File: src/rtl/spcg_pkg.sv
// How it works
// One enable bit per port, A at 0, E at 4
// Enabled port keeps its clock during Sleep
// Disabled port loses its clock during Sleep
// Access to gated port answers with bus fault
// Reset clears the whole register to zero
// Software preserves reserved bits on read-modify-write
// Software enables the ports it needs
// Run, Sleep, Deep-Sleep sets apply per mode
// Sleep sets used only with auto gating selected
// Reserved bits read zero; low bits read back
// Enables switch on Sleep entry and wake-up
package spcg_pkg;
   localparam int PORT_COUNT = 5;
   localparam logic [11:0] RUN_GATE_ADDR = 12'h108;
   localparam logic [11:0] SLEEP_GATE_ADDR = 12'h118;
   localparam logic [11:0] DEEP_GATE_ADDR = 12'h128;
   localparam logic [11:0] CLOCK_CONFIG_ADDR = 12'h060;
   localparam logic [11:0] MODE_ADDR = 12'h200;
   localparam int AUTO_GATE_BIT = 27;
   localparam logic [4:0] GATE_RESET = 5'h00;
   localparam logic [31:0] CONFIG_RESET = 32'h00000000;
   localparam logic [31:0] READ_ZERO = 32'h00000000;

   typedef enum logic [1:0] {
      SPCG_MODE_RUN = 2'b00,
      SPCG_MODE_SLEEP = 2'b01,
      SPCG_MODE_DEEP = 2'b10
   } spcg_mode_type;
endpackage : spcg_pkg

File: src/rtl/spcg_gate_select.sv
`timescale 1ns/100ps
// Picks the clock enable set that belongs to the present power mode
module spcg_gate_select (
   // Gate sets
   input wire logic [4:0] run_set,
   input wire logic [4:0] sleep_set,
   input wire logic [4:0] deep_set,
   // Mode
   input wire logic auto_clock_gate_select,
   input wire spcg_pkg::spcg_mode_type mode,
   // Result
   output logic [4:0] enables
);
   always_comb begin
      enables = run_set;
      if (auto_clock_gate_select) begin
         case (mode)
            spcg_pkg::SPCG_MODE_RUN: begin
               enables = run_set;
            end
            spcg_pkg::SPCG_MODE_SLEEP: begin
               enables = sleep_set;
            end
            spcg_pkg::SPCG_MODE_DEEP: begin
               enables = deep_set;
            end
            default: begin
               enables = run_set;
            end
         endcase
      end
   end
endmodule : spcg_gate_select

File: src/rtl/spcg_top.sv
`timescale 1ns/100ps
// Port clock gating control with APB registers and a port access checker
module spcg_top (
   // APB
   input wire logic pclk,
   input wire logic presetn,
   input wire logic psel,
   input wire logic penable,
   input wire logic pwrite,
   input wire logic [11:0] paddr,
   input wire logic [31:0] pwdata,
   output logic [31:0] prdata,
   output logic pready,
   output logic pslverr,
   // Power mode request from the system
   input wire logic sleep_request,
   input wire logic deep_sleep_request,
   // Port access check from the system bus
   input wire logic port_access_valid,
   input wire logic [2:0] port_access_index,
   // Port clock enables, fault and power mode
   output logic port_a_clock_on,
   output logic port_b_clock_on,
   output logic port_c_clock_on,
   output logic port_d_clock_on,
   output logic port_e_clock_on,
   output logic port_bus_fault,
   output logic [1:0] power_mode
);
   typedef struct packed {
      logic [4:0] run_port_clock_gate;
      logic [4:0] sleep_port_clock_gate;
      logic [4:0] deep_sleep_port_clock_gate;
      logic [31:0] run_clock_config;
      spcg_pkg::spcg_mode_type mode;
      logic [4:0] enables;
      logic [31:0] rdata;
      logic ready;
      logic slverr;
      logic fault;
   } spcg_state_type;

   spcg_state_type state_reg;
   spcg_state_type state_next;
   logic [4:0] enables_sel;
   spcg_pkg::spcg_mode_type mode_sel;

   function automatic logic [31:0] spcg_widen(input logic [4:0] bits);
      spcg_widen = {27'h0000000, bits};
   endfunction : spcg_widen

   // Deep sleep wins over sleep; no request means run
   function automatic spcg_pkg::spcg_mode_type spcg_mode_of(input logic deep, input logic sleep);
      if (deep) begin
         spcg_mode_of = spcg_pkg::SPCG_MODE_DEEP;
      end else if (sleep) begin
         spcg_mode_of = spcg_pkg::SPCG_MODE_SLEEP;
      end else begin
         spcg_mode_of = spcg_pkg::SPCG_MODE_RUN;
      end
   endfunction : spcg_mode_of

   // Decoded from the pins, not from state_next, so the selector adds no loop through the next-state process
   assign mode_sel = spcg_mode_of(deep_sleep_request, sleep_request);

   spcg_gate_select u_select (
      .run_set(state_reg.run_port_clock_gate),
      .sleep_set(state_reg.sleep_port_clock_gate),
      .deep_set(state_reg.deep_sleep_port_clock_gate),
      .auto_clock_gate_select(state_reg.run_clock_config[spcg_pkg::AUTO_GATE_BIT]),
      .mode(mode_sel),
      .enables(enables_sel)
   );

   always_comb begin
      state_next = state_reg;
      state_next.ready = 1'b0;
      state_next.slverr = 1'b0;
      state_next.fault = 1'b0;
      state_next.mode = mode_sel;
      // Access phase: pready rises in the cycle after the first access cycle
      if (psel && penable && !state_reg.ready) begin
         state_next.ready = 1'b1;
         state_next.rdata = spcg_pkg::READ_ZERO;
         if (pwrite) begin
            case (paddr)
               spcg_pkg::RUN_GATE_ADDR: begin
                  state_next.run_port_clock_gate = pwdata[4:0];
               end
               spcg_pkg::SLEEP_GATE_ADDR: begin
                  state_next.sleep_port_clock_gate = pwdata[4:0];
               end
               spcg_pkg::DEEP_GATE_ADDR: begin
                  state_next.deep_sleep_port_clock_gate = pwdata[4:0];
               end
               spcg_pkg::CLOCK_CONFIG_ADDR: begin
                  state_next.run_clock_config = pwdata;
               end
               spcg_pkg::MODE_ADDR: begin
                  state_next.slverr = 1'b1;
               end
               default: begin
                  state_next.slverr = 1'b1;
               end
            endcase
         end else begin
            case (paddr)
               spcg_pkg::RUN_GATE_ADDR: begin
                  state_next.rdata = spcg_widen(state_reg.run_port_clock_gate);
               end
               spcg_pkg::SLEEP_GATE_ADDR: begin
                  state_next.rdata = spcg_widen(state_reg.sleep_port_clock_gate);
               end
               spcg_pkg::DEEP_GATE_ADDR: begin
                  state_next.rdata = spcg_widen(state_reg.deep_sleep_port_clock_gate);
               end
               spcg_pkg::CLOCK_CONFIG_ADDR: begin
                  state_next.rdata = state_reg.run_clock_config;
               end
               spcg_pkg::MODE_ADDR: begin
                  state_next.rdata = {30'h00000000, state_reg.mode};
               end
               default: begin
                  state_next.slverr = 1'b1;
               end
            endcase
         end
      end
      state_next.enables = enables_sel;
      // Access to a port whose clock is off, or to no port, faults
      if (port_access_valid) begin
         if (port_access_index >= 3'(spcg_pkg::PORT_COUNT)) begin
            state_next.fault = 1'b1;
         end else begin
            state_next.fault = !state_reg.enables[port_access_index];
         end
      end
   end

   always_ff @(posedge pclk or negedge presetn) begin
      if (!presetn) begin
         state_reg.run_port_clock_gate <= spcg_pkg::GATE_RESET;
         state_reg.sleep_port_clock_gate <= spcg_pkg::GATE_RESET;
         state_reg.deep_sleep_port_clock_gate <= spcg_pkg::GATE_RESET;
         state_reg.run_clock_config <= spcg_pkg::CONFIG_RESET;
         state_reg.mode <= spcg_pkg::SPCG_MODE_RUN;
         state_reg.enables <= spcg_pkg::GATE_RESET;
         state_reg.rdata <= spcg_pkg::READ_ZERO;
         state_reg.ready <= 1'b0;
         state_reg.slverr <= 1'b0;
         state_reg.fault <= 1'b0;
      end else begin
         state_reg <= state_next;
      end
   end

   assign prdata = state_reg.rdata;
   assign pready = state_reg.ready;
   assign pslverr = state_reg.slverr;
   assign port_a_clock_on = state_reg.enables[0];
   assign port_b_clock_on = state_reg.enables[1];
   assign port_c_clock_on = state_reg.enables[2];
   assign port_d_clock_on = state_reg.enables[3];
   assign port_e_clock_on = state_reg.enables[4];
   assign port_bus_fault = state_reg.fault;
   assign power_mode = state_reg.mode;
endmodule : spcg_top

File: config.mk
export PLATFORM = sky130hd
export DESIGN_NAME = spcg_top
export DESIGN_NICKNAME = d
export VERILOG_FILES = /design/src/rtl/spcg_pkg.sv /design/src/rtl/spcg_gate_select.sv /design/src/rtl/spcg_top.sv
export SDC_FILE = /design/constraint.sdc
export NUM_CORES = 1
export LEC_CHECK = 0
export BUFFER_PORTS_ARGS = -buffer_cell sky130_fd_sc_hd__buf_2
export CELL_PAD_IN_SITES_DETAIL_PLACEMENT = 2
export CELL_PAD_IN_SITES_GLOBAL_PLACEMENT = 2
export CORE_ASPECT_RATIO = 1.2
export CORE_MARGIN = 3
export CORE_UTILIZATION = 32
export DETAILED_ROUTE_END_ITERATION = 6
export HOLD_SLACK_MARGIN = 0.12
export PLACE_DENSITY = 0.74
export SYNTH_ARGS = -nofsm -noshare
export SYNTH_HDL_FRONTEND = slang
export SYNTH_HIERARCHICAL = 1
export SYNTH_SLANG_ARGS = --single-unit
File: constraint.sdc
create_clock -name pclk -period 1.9 [get_ports pclk]
set_clock_uncertainty 0.15 [all_clocks]
set_input_delay 0.285 -clock pclk [delete_from_list [all_inputs] [get_ports pclk]]
set_output_delay 0.285 -clock pclk [all_outputs]
set_load 0.01 [all_outputs]
; ---- After elaboration in Yosys (flattened, before gate mapping)
; Cells that the tools add are included.
[classes]
eq_ne = 7
order_cmp = 2
reduce_logical = 10
muxes = 14
[ops]
columns = cell, count
row1 = 32-bit one-hot mux with 5 select lines, 1
row2 = "12-bit by 9-bit equality test with 1-bit output, second input constant", 3
row3 = 32-bit 2-to-1 mux, 1
row4 = "12-bit by 10-bit equality test with 1-bit output, second input constant", 1
row5 = "12-bit by 7-bit equality test with 1-bit output, second input constant", 1
row6 = 3-bit AND reduction, 4
row7 = 5-bit one-hot mux with 2 select lines, 1
row8 = 1-bit 2-to-1 mux, 7
row9 = 5-bit 2-to-1 mux, 1
row10 = 5-bit OR reduction, 1
row11 = "3-bit by 4-bit less-than comparator with 1-bit output, second input constant", 1
row12 = 2-bit 2-to-1 mux, 2
row13 = 4-bit OR reduction, 1
row14 = 1-bit binary-select mux with 3-bit select, 1
row15 = "3-bit >= comparator, second input constant", 1
row16 = "2-bit by 1-bit equality test with 1-bit output, second input constant", 1
row17 = "2-bit equality test, second input constant", 1
row18 = 1-bit logical AND, 2
row19 = 1-bit zero test, 2
[totals]
input_bits = 55
wordCells = 43
register_bits = 89
output_inout_bits = 42

; ---- Logic depth before layout (Yosys ltp)
; Gate-level depths: netlist (run 1).
[logic_depth]
depth_word = 5
mapped_depth = 7

; ---- Modules after synthesis
; The synthesis (run 1) kept the hierarchy.
[by_module_without_submodules]
columns = mod, seq_area_each_um2, n_inst, cells_each, area_per_inst_um2
row1 = spcg_top, 2227.1, 1, 269, 3766.1
row2 = spcg_gate_select, 0.0, 1, 15, 165.2

; ---- Least setup slack after synthesis (run 1)
; Ideal clock, no wire load.
[synth_path]
path_type = input to register
from = input paddr[4]
to = register state_reg[42] (netlist name)
arrival_ps = 1747
n_path_buf = 2
setup_slack_ps = -121
stages = 6
setup_ps = 125
cell_sequence = buf_2 -> or4_1 -> nor2_4 -> nand2_2 -> buf_6 -> mux2_2
[synth_between]
elab_chain_cells = 2
[synth_rtl]
columns = item, line_no
row1 = "start, declared", spcg_top.sv:10  ; input wire logic [11:0] paddr,
row2 = 12-bit by 7-bit equality test with 1-bit output, spcg_top.sv:86  ; case (paddr)
row3 = 3-bit AND reduction (no source line), -
row4 = "end signal, assigned", spcg_top.sv:153  ; state_reg <= state_next;
row5 = "end, declared", spcg_top.sv:43  ; spcg_state_type state_reg;
; Every way passes these cells.
; A chain may end at the register's enable or synchronous reset.

; ---- Final worst setup path (run 1)
[layout_path]
from = register state_reg, in the netlist pready
to = register state_reg[74] (netlist name)
[layout_between]
elab_chain_cells = 3
[layout_rtl]
columns = item, line_no
row1 = 1-bit zero test, spcg_top.sv:82  ; if (psel && penable && !state_reg.ready) begin
row2 = 1-bit logical AND, spcg_top.sv:82
row3 = 3-bit AND reduction (no source line), -
; Every way passes these cells.

==> results of run 1 <==
## worst max-delay path: stages, from the launching register on
cell	delay, ns
dfrtp_1	0.37
nand3b_1	0.29
nor4b_4	0.27
buf_4	0.19
nand4b_1	0.11
buf_6	0.16
mux2_2	0.27
## cells in the mapped netlist (2+ instances only)
master	instances
a222oi_1	2
or2_2	2
a21oi_1	3
buf_4	37
mux2_2	47
clkbuf_1	5
o31ai_1	3
mux2i_1	5
a22oi_1	3
inv_1	4
nand3_1	2
nor2_1	3
nor2b_1	2
o21ai_0	4
o2bb2ai_1	5
buf_6	3
and2_1	2
nand3b_1	2
a22o_1	32
mux2_4	5
ha_1	2
dfrtp_1	89
nand2_1	7
## how the worst max path moves through the flow
stage	to	cells past startpoint	from	slack, ns
detailed placement	state_reg[77]	5	paddr[11]	-0.44
global placement	state_reg[76]	5	paddr[11]	-0.39
CTS	state_reg[74]	6	pready	-0.02
global route	state_reg[74]	6	pready	-0.16
finish	state_reg[74]	6	pready	-0.03
floorplan	state_reg[74]	4	paddr[11]	-0.08
## logic make-up after synthesis
family / count (synthesis) / share of synthesized area
mux: 58 / 0.1722
flops: 89 / 0.5665
fa+ha+maj: 2 / 0.006364
compound gates: 54 / 0.1117
simple gates: 31 / 0.05411
buf+inv: 50 / 0.08911
## report_power, final
part           total [mW]  leakage [nW]  internal (mW)  switching [mW]
logic               0.266          1.33          0.133           0.133
clock network        1.71         0.132          0.934           0.773
registers            1.90          1.24           1.90         0.00349
## per-stage QoR
stage	power [mW]	worst slack, ns	area, µm²	cells
after detailed placement	2.144	-0.4374	4457	508
after floorplan	1.994	-0.07713	3935	284
final	3.876	-0.03118	5214	567
after global placement	2.136	-0.3921	4457	508
after global routing	4.064	-0.1641	5214	567
after CTS	3.936	-0.02147	5156	564
## final cells by class
| type | instances | area [µm²] | share of cell area |
|---|---|---|---|
| Multi-Input combinational cell | 145 | 1390 | 0.2666 |
| Timing Repair Buffer | 156 | 1097 | 0.2105 |
| Tap cell | 157 | 196.4 | 0.03768 |
| Clock buffer | 10 | 239.0 | 0.04584 |
| Clock inverter | 6 | 48.80 | 0.009359 |
| Inverter | 4 | 15.01 | 0.002880 |
| Sequential cell | 89 | 2227 | 0.4272 |
## metal layers
layer | up-vias | share of wire
met2 | 82 | 0.52
met1 | 1402 | 0.42
met4 | 0 | 0.016
met3 | 13 | 0.042
met5 | - | 0
li1 | 1239 | -
## what timing repair did
action	in CTS	in global routing
buffers inserted	3	2
gates cloned	0	1
hold buffers	37	0
pin swaps	2	2
setup endpoints to repair	47	79
resized for setup	4	5
hold endpoints to repair	134	0
==> reports/qor.yml, run 1 <==
cts-buffers-inserted: 9
nets: 462
failed_checks: "negative setup slack"
slew_headroom: 0.6774
worst_skew_pair.late_latency_ns: 0.34
period_share: 1.016
synth_seq_cells: 89
fin_ws_ns: -0.03118
rr_endpoint: "state_reg[74]"
setup_violations: 15
synth-edff-count: 0
outcome: "finished with violations"
num_antenna_cells: 0
r2r_cells: 6
drive_gt1_frac: 0.4902
busiest_layer: "met2"
clk_transition_reported_paths_ns: 0.07
fmax_mhz: 517.8
ant_nets: 0
synth_top_area_cell: "dfrtp_1"
antenna_found_initial: 0
grt-ovfl-total: 0
row_count: 43
cts_tree: "built"
r2r_setup_slack_ns: -0.03
worst_pin_slew_ns: 0.4839
hold_ws_ns: 0.1722
synth_top_area_frac: 0.5665
dpl.hpwl_mm: 7.360
grtUsageMet2: 0.2825
drc: 0
grt_pass1_vias: 3151
grt_pass1_wl_mm: 16.96
min_to: "pslverr"
avgRoutedWirePerCell_um: 18.98
synth-seq-area-share: 0.5665
largest_reg_flops: 47
final_util: 0.4425
area_delta_synth_final_pct: 32.62
p_leak_nw: 2.694
ys.flop_type: "dfrtp_1"
fin_setup_tns_ns: -0.1580
use_met1: 0.1982
period_minus_slack_ns: 1.931
cts_root_buffer: "clkbuf_16"
grtUsageTotal: 0.1627
avgSynthCellArea_um2: 13.84
ys_types: 38
dieArea_um2: 13660
synth_area_um2: 3931
core_um2: 11780
synth_area_leaders: "dfrtp_1 (57%), mux2_2 (13%), a22o_1 (7.1%)"
crit_arrival_ns: 2.00
grt_use_met3: 0.03588
die_w_um: 107.2
num_vias: 2736
hold_depth: 3
fillers: 1170
power_density_nw_per_um2: 743.4
syn_nets: 341
required_ns: 1.97
place_congestion: 0.7238
first_pass_iters: 4
slew_violations: 0
die_y_um: 127.4
ys_warn_count: 6
ir_drop_v: 0.0003272
synthArstFlopShare: 1.000
hold_path.class: "input port to flip-flop"
portBuffers: 96
clock_sinks: 89
rsz0062_at_grt: "yes"
grt_max_degree: 90
worstReg2RegStart: "pready"
routed_via_density: 4.825
cap_violations: 0
start_kind: "flip-flop"
worstHoldStart: "paddr[2]"
drt_iter0_drc: 97
setup.worst_path.class: "flip-flop to flip-flop"
htree_levels: 3
final_cell_mix: "buf_2 (95), dfrtp_1 (89), mux2_2 (47)"
hold_violations: 0
start_util: 0.3337
layout_commonest_cell: "buf_2"
cts_max_path_buffers: 2
cp-end-kind: "flip-flop"
route.final.wire_length_mm: 10.76
synthCells: 284
cp_max_fo: 5
io_pins: 97
Note: power is estimated with default switching activity, not from simulation.
==> inputs of run 2 (changes only) <==
--- a/config.mk
+++ b/config.mk
@@ -13,8 +13,9 @@
 export CORE_UTILIZATION = 32
 export DETAILED_ROUTE_END_ITERATION = 6
 export HOLD_SLACK_MARGIN = 0.12
-export PLACE_DENSITY = 0.74
+export PLACE_DENSITY = 0.86
 export SYNTH_ARGS = -nofsm -noshare
 export SYNTH_HDL_FRONTEND = slang
 export SYNTH_HIERARCHICAL = 1
 export SYNTH_SLANG_ARGS = --single-unit
+export TNS_END_PERCENT = 100
==> run 2 against run 1 <==
  * The run still ends with negative setup slack left
  * Critical path depth fell by 1
  * Sequential power barely moved
  * Clock power rose by 13%
  * Register-to-register slack barely moved
  * Fmax fell by 0.25%
  * Die area did not move
  * Setup slack got worse by 0.0048 ns
  * Cell area rose by 1.6%
  * Non-clock buffer count rose by 3
==> reports/qor.yml, run 2 (synthesis results as in run 1) <==
die_y_um: 127.4  # unchanged
nets: 465  # +0.65%
regArea_um2: 2227  # unchanged
row_count: 43  # unchanged
cts_max_path_buffers: 2  # unchanged
grtUsageTotal: 0.1729  # +0.01021
crit_path_cell_trace: "nand3b_1, nor4b_4, nand2_2, buf_12, mux2_2"
avgRoutedWirePerCell_um: 20.56  # +8.3%
critPathTopFamily: "simple AND/OR/NAND/NOR gates"
rsz0062_at_grt: "yes"
drc: 0  # unchanged
die_w_um: 107.2  # unchanged
fin_setup_tns_ns: -0.1243  # +0.03377 ns
clock_sinks: 89  # unchanged
area_delta_synth_final_pct: 34.72
io_pins: 97  # unchanged
power_density_nw_per_um2: 779.1  # +4.8%
largest_reg_flops: 47  # unchanged
drive_gt1_frac: 0.4964  # +0.006124
cp-end-kind: "flip-flop"
first_pass_iters: 4  # unchanged
combPwrFrac: 0.067  # -0.002
p_switching_mw: 0.8983  # -1.1%
dp.cells: 512  # +0.79%
finalNonFillerCells: 570  # +0.53%
cp_slowest_stage_delay_ns: 0.38  # about the same
num_antenna_cells: 0  # unchanged
p_seq_frac: 0.462  # -0.029
htree_levels: 3  # unchanged
p_clk_frac: 0.471  # +0.031
clk_transition_reported_paths_ns: 0.06  # about the same
outcome: "finished with violations"
dieArea_um2: 13660  # unchanged
period_share: 1.019  # +0.002542
fin_area_um2: 5296  # +1.6%
antenna_found_initial: 0  # unchanged
drt_iter0_drc: 91  # -6.2%
num_vias: 2759  # +0.84%
portBuffers: 96  # unchanged
hold_path.class: "input port to flip-flop"
worst_skew_pair.late_latency_ns: 0.34  # about the same
crit_arrival_ns: 2.00  # about the same
multi_input_area_um2: 1410  # +1.4%
cp_max_fo: 13  # +8
setup.worst_path.class: "flip-flop to flip-flop"
layout_commonest_cell: "buf_2"
routed_via_density: 4.840  # +0.31%
pre_cts_slack_ns: -0.4163  # +0.02108 ns
grt-ovfl-total: 0  # unchanged
cp_num_buf_inv: 1  # -1
ir_drop_v: 0.0003444  # +5.3%
route.final.wire_length_mm: 11.72  # +8.9%
setup_violations: 13  # -2
fin_ws_ns: -0.03601  # -0.004830 ns
grt_pass1_wl_mm: 17.74  # +4.6%
switching_share: 0.2177  # -0.01671
p_leak_nw: 2.721  # +1.0%
failed_checks: "negative setup slack"
cts-buffers-inserted: 9  # unchanged
slew_headroom: 0.6269  # -0.05044
start_util: 0.3337  # unchanged
cap_violations: 0  # unchanged
dpl.hpwl_mm: 7.530  # +2.3%
grt_max_degree: 42  # -53%
hold_violations: 0  # unchanged
slew_violations: 0  # unchanged
start_kind: "flip-flop"
worst_pin_slew_ns: 0.5596  # +0.07567 ns
fillers: 1156  # -1.2%
cts_root_buffer: "clkbuf_16"
critPathSlowestCell: "dfrtp_1"
fmax_mhz: 516.5  # -0.25%
period_minus_slack_ns: 1.936  # +0.004830 ns
ant_nets: 0  # unchanged
grt_pass1_vias: 3092  # -1.9%
place_congestion: 0.7388  # +2.1%
cts_tree: "built"
core_um2: 11780  # unchanged
intPower_mw: 3.228  # +8.8%
place_area_um2: 4487  # +0.67%
final_cell_mix: "buf_2 (95), dfrtp_1 (89), mux2_2 (47)"
required_ns: 1.97  # about the same
[run 2: changes by cell type in the layout (fill, tap and decap cells not counted), sizes merged]
cell	previous run	this run
clkinvlp	3	1
clkbuf	11	13
inv	6	4
bufinv	0	2
dlygate4sd3	37	36
buf	118	122
[run 2: final cells by class]
cell class | count | area share
clock buffer | 12 | 0.04654
clock inverter | 4 | 0.01441
inverter | 4 | 0.002835
multi-input combinational | 145 | 0.2662
sequential | 89 | 0.4205
tap | 157 | 0.03709
timing repair buffer | 159 | 0.2124
[run 2: worst reg2reg max path, stage by stage (launching register included)]
cell and delay, ns:
dfrtp_1 0.38, nand3b_1 0.28, nor4b_4 0.35, nand2_2 0.15
buf_12 0.19, mux2_2 0.31
[run 2: final timing paths]
kind                                from            end  slack, ns  depth (start not counted)
setup / recovery                  pready  state_reg[64]      -0.04                          5
hold / removal                  paddr[2]        pslverr       0.16                          3
setup reg to reg                  pready  state_reg[64]      -0.04                          5
hold reg to reg            state_reg[58]     prdata[16]       0.34                          1
max in group asynchronous        presetn  state_reg[47]       0.65                          3
min in group asynchronous        presetn  state_reg[70]       0.35                          2
[run 2: routing by layer]
metal	global-route usage	vias to the layer above	share of wire	wire, µm
met3	0.04447	13	0.041	480
li1	-	1257	-	-
met4	0.05342	0	0.015	172
met2	0.3131	71	0.54	6345
met1	0.1984	1418	0.40	4718
met5	0	-	0	0
[run 2: timing repair]
item | CTS | global route
setup endpoints to repair | 77 | 77
endpoints found under the hold margin | 84 | 0
resized for setup | 5 | 9
pin swaps | 2 | 8
gates cloned | 0 | 2
buffers inserted | 3 | 1
hold buffers | 36 | 0
[run 2: power by group through the flow]
stage | Clock, mW | Sequential [mW] | Combinational (mW)
6_report | 1.94 | 1.91 | 0.276
5_1_grt | 2.08 | 1.90 | 0.303
4_1_cts | 1.98 | 1.91 | 0.271
3_5_place_dp | 0 | 1.94 | 0.208
3_3_place_gp | 0 | 1.94 | 0.197
2_1_floorplan | 0 | 1.94 | 0.0529
[run 2: through the flow]
stage	utilization	hold WS, ns	power [mW]
floorplan	-	-0.1606	1.994
global placement	0.3808	0.1618	2.138
detailed placement	0.3808	0.1636	2.149
CTS	0.4430	0.1310	4.154
global route	0.4495	0.1614	4.288
finish	0.4495	0.1550	4.126
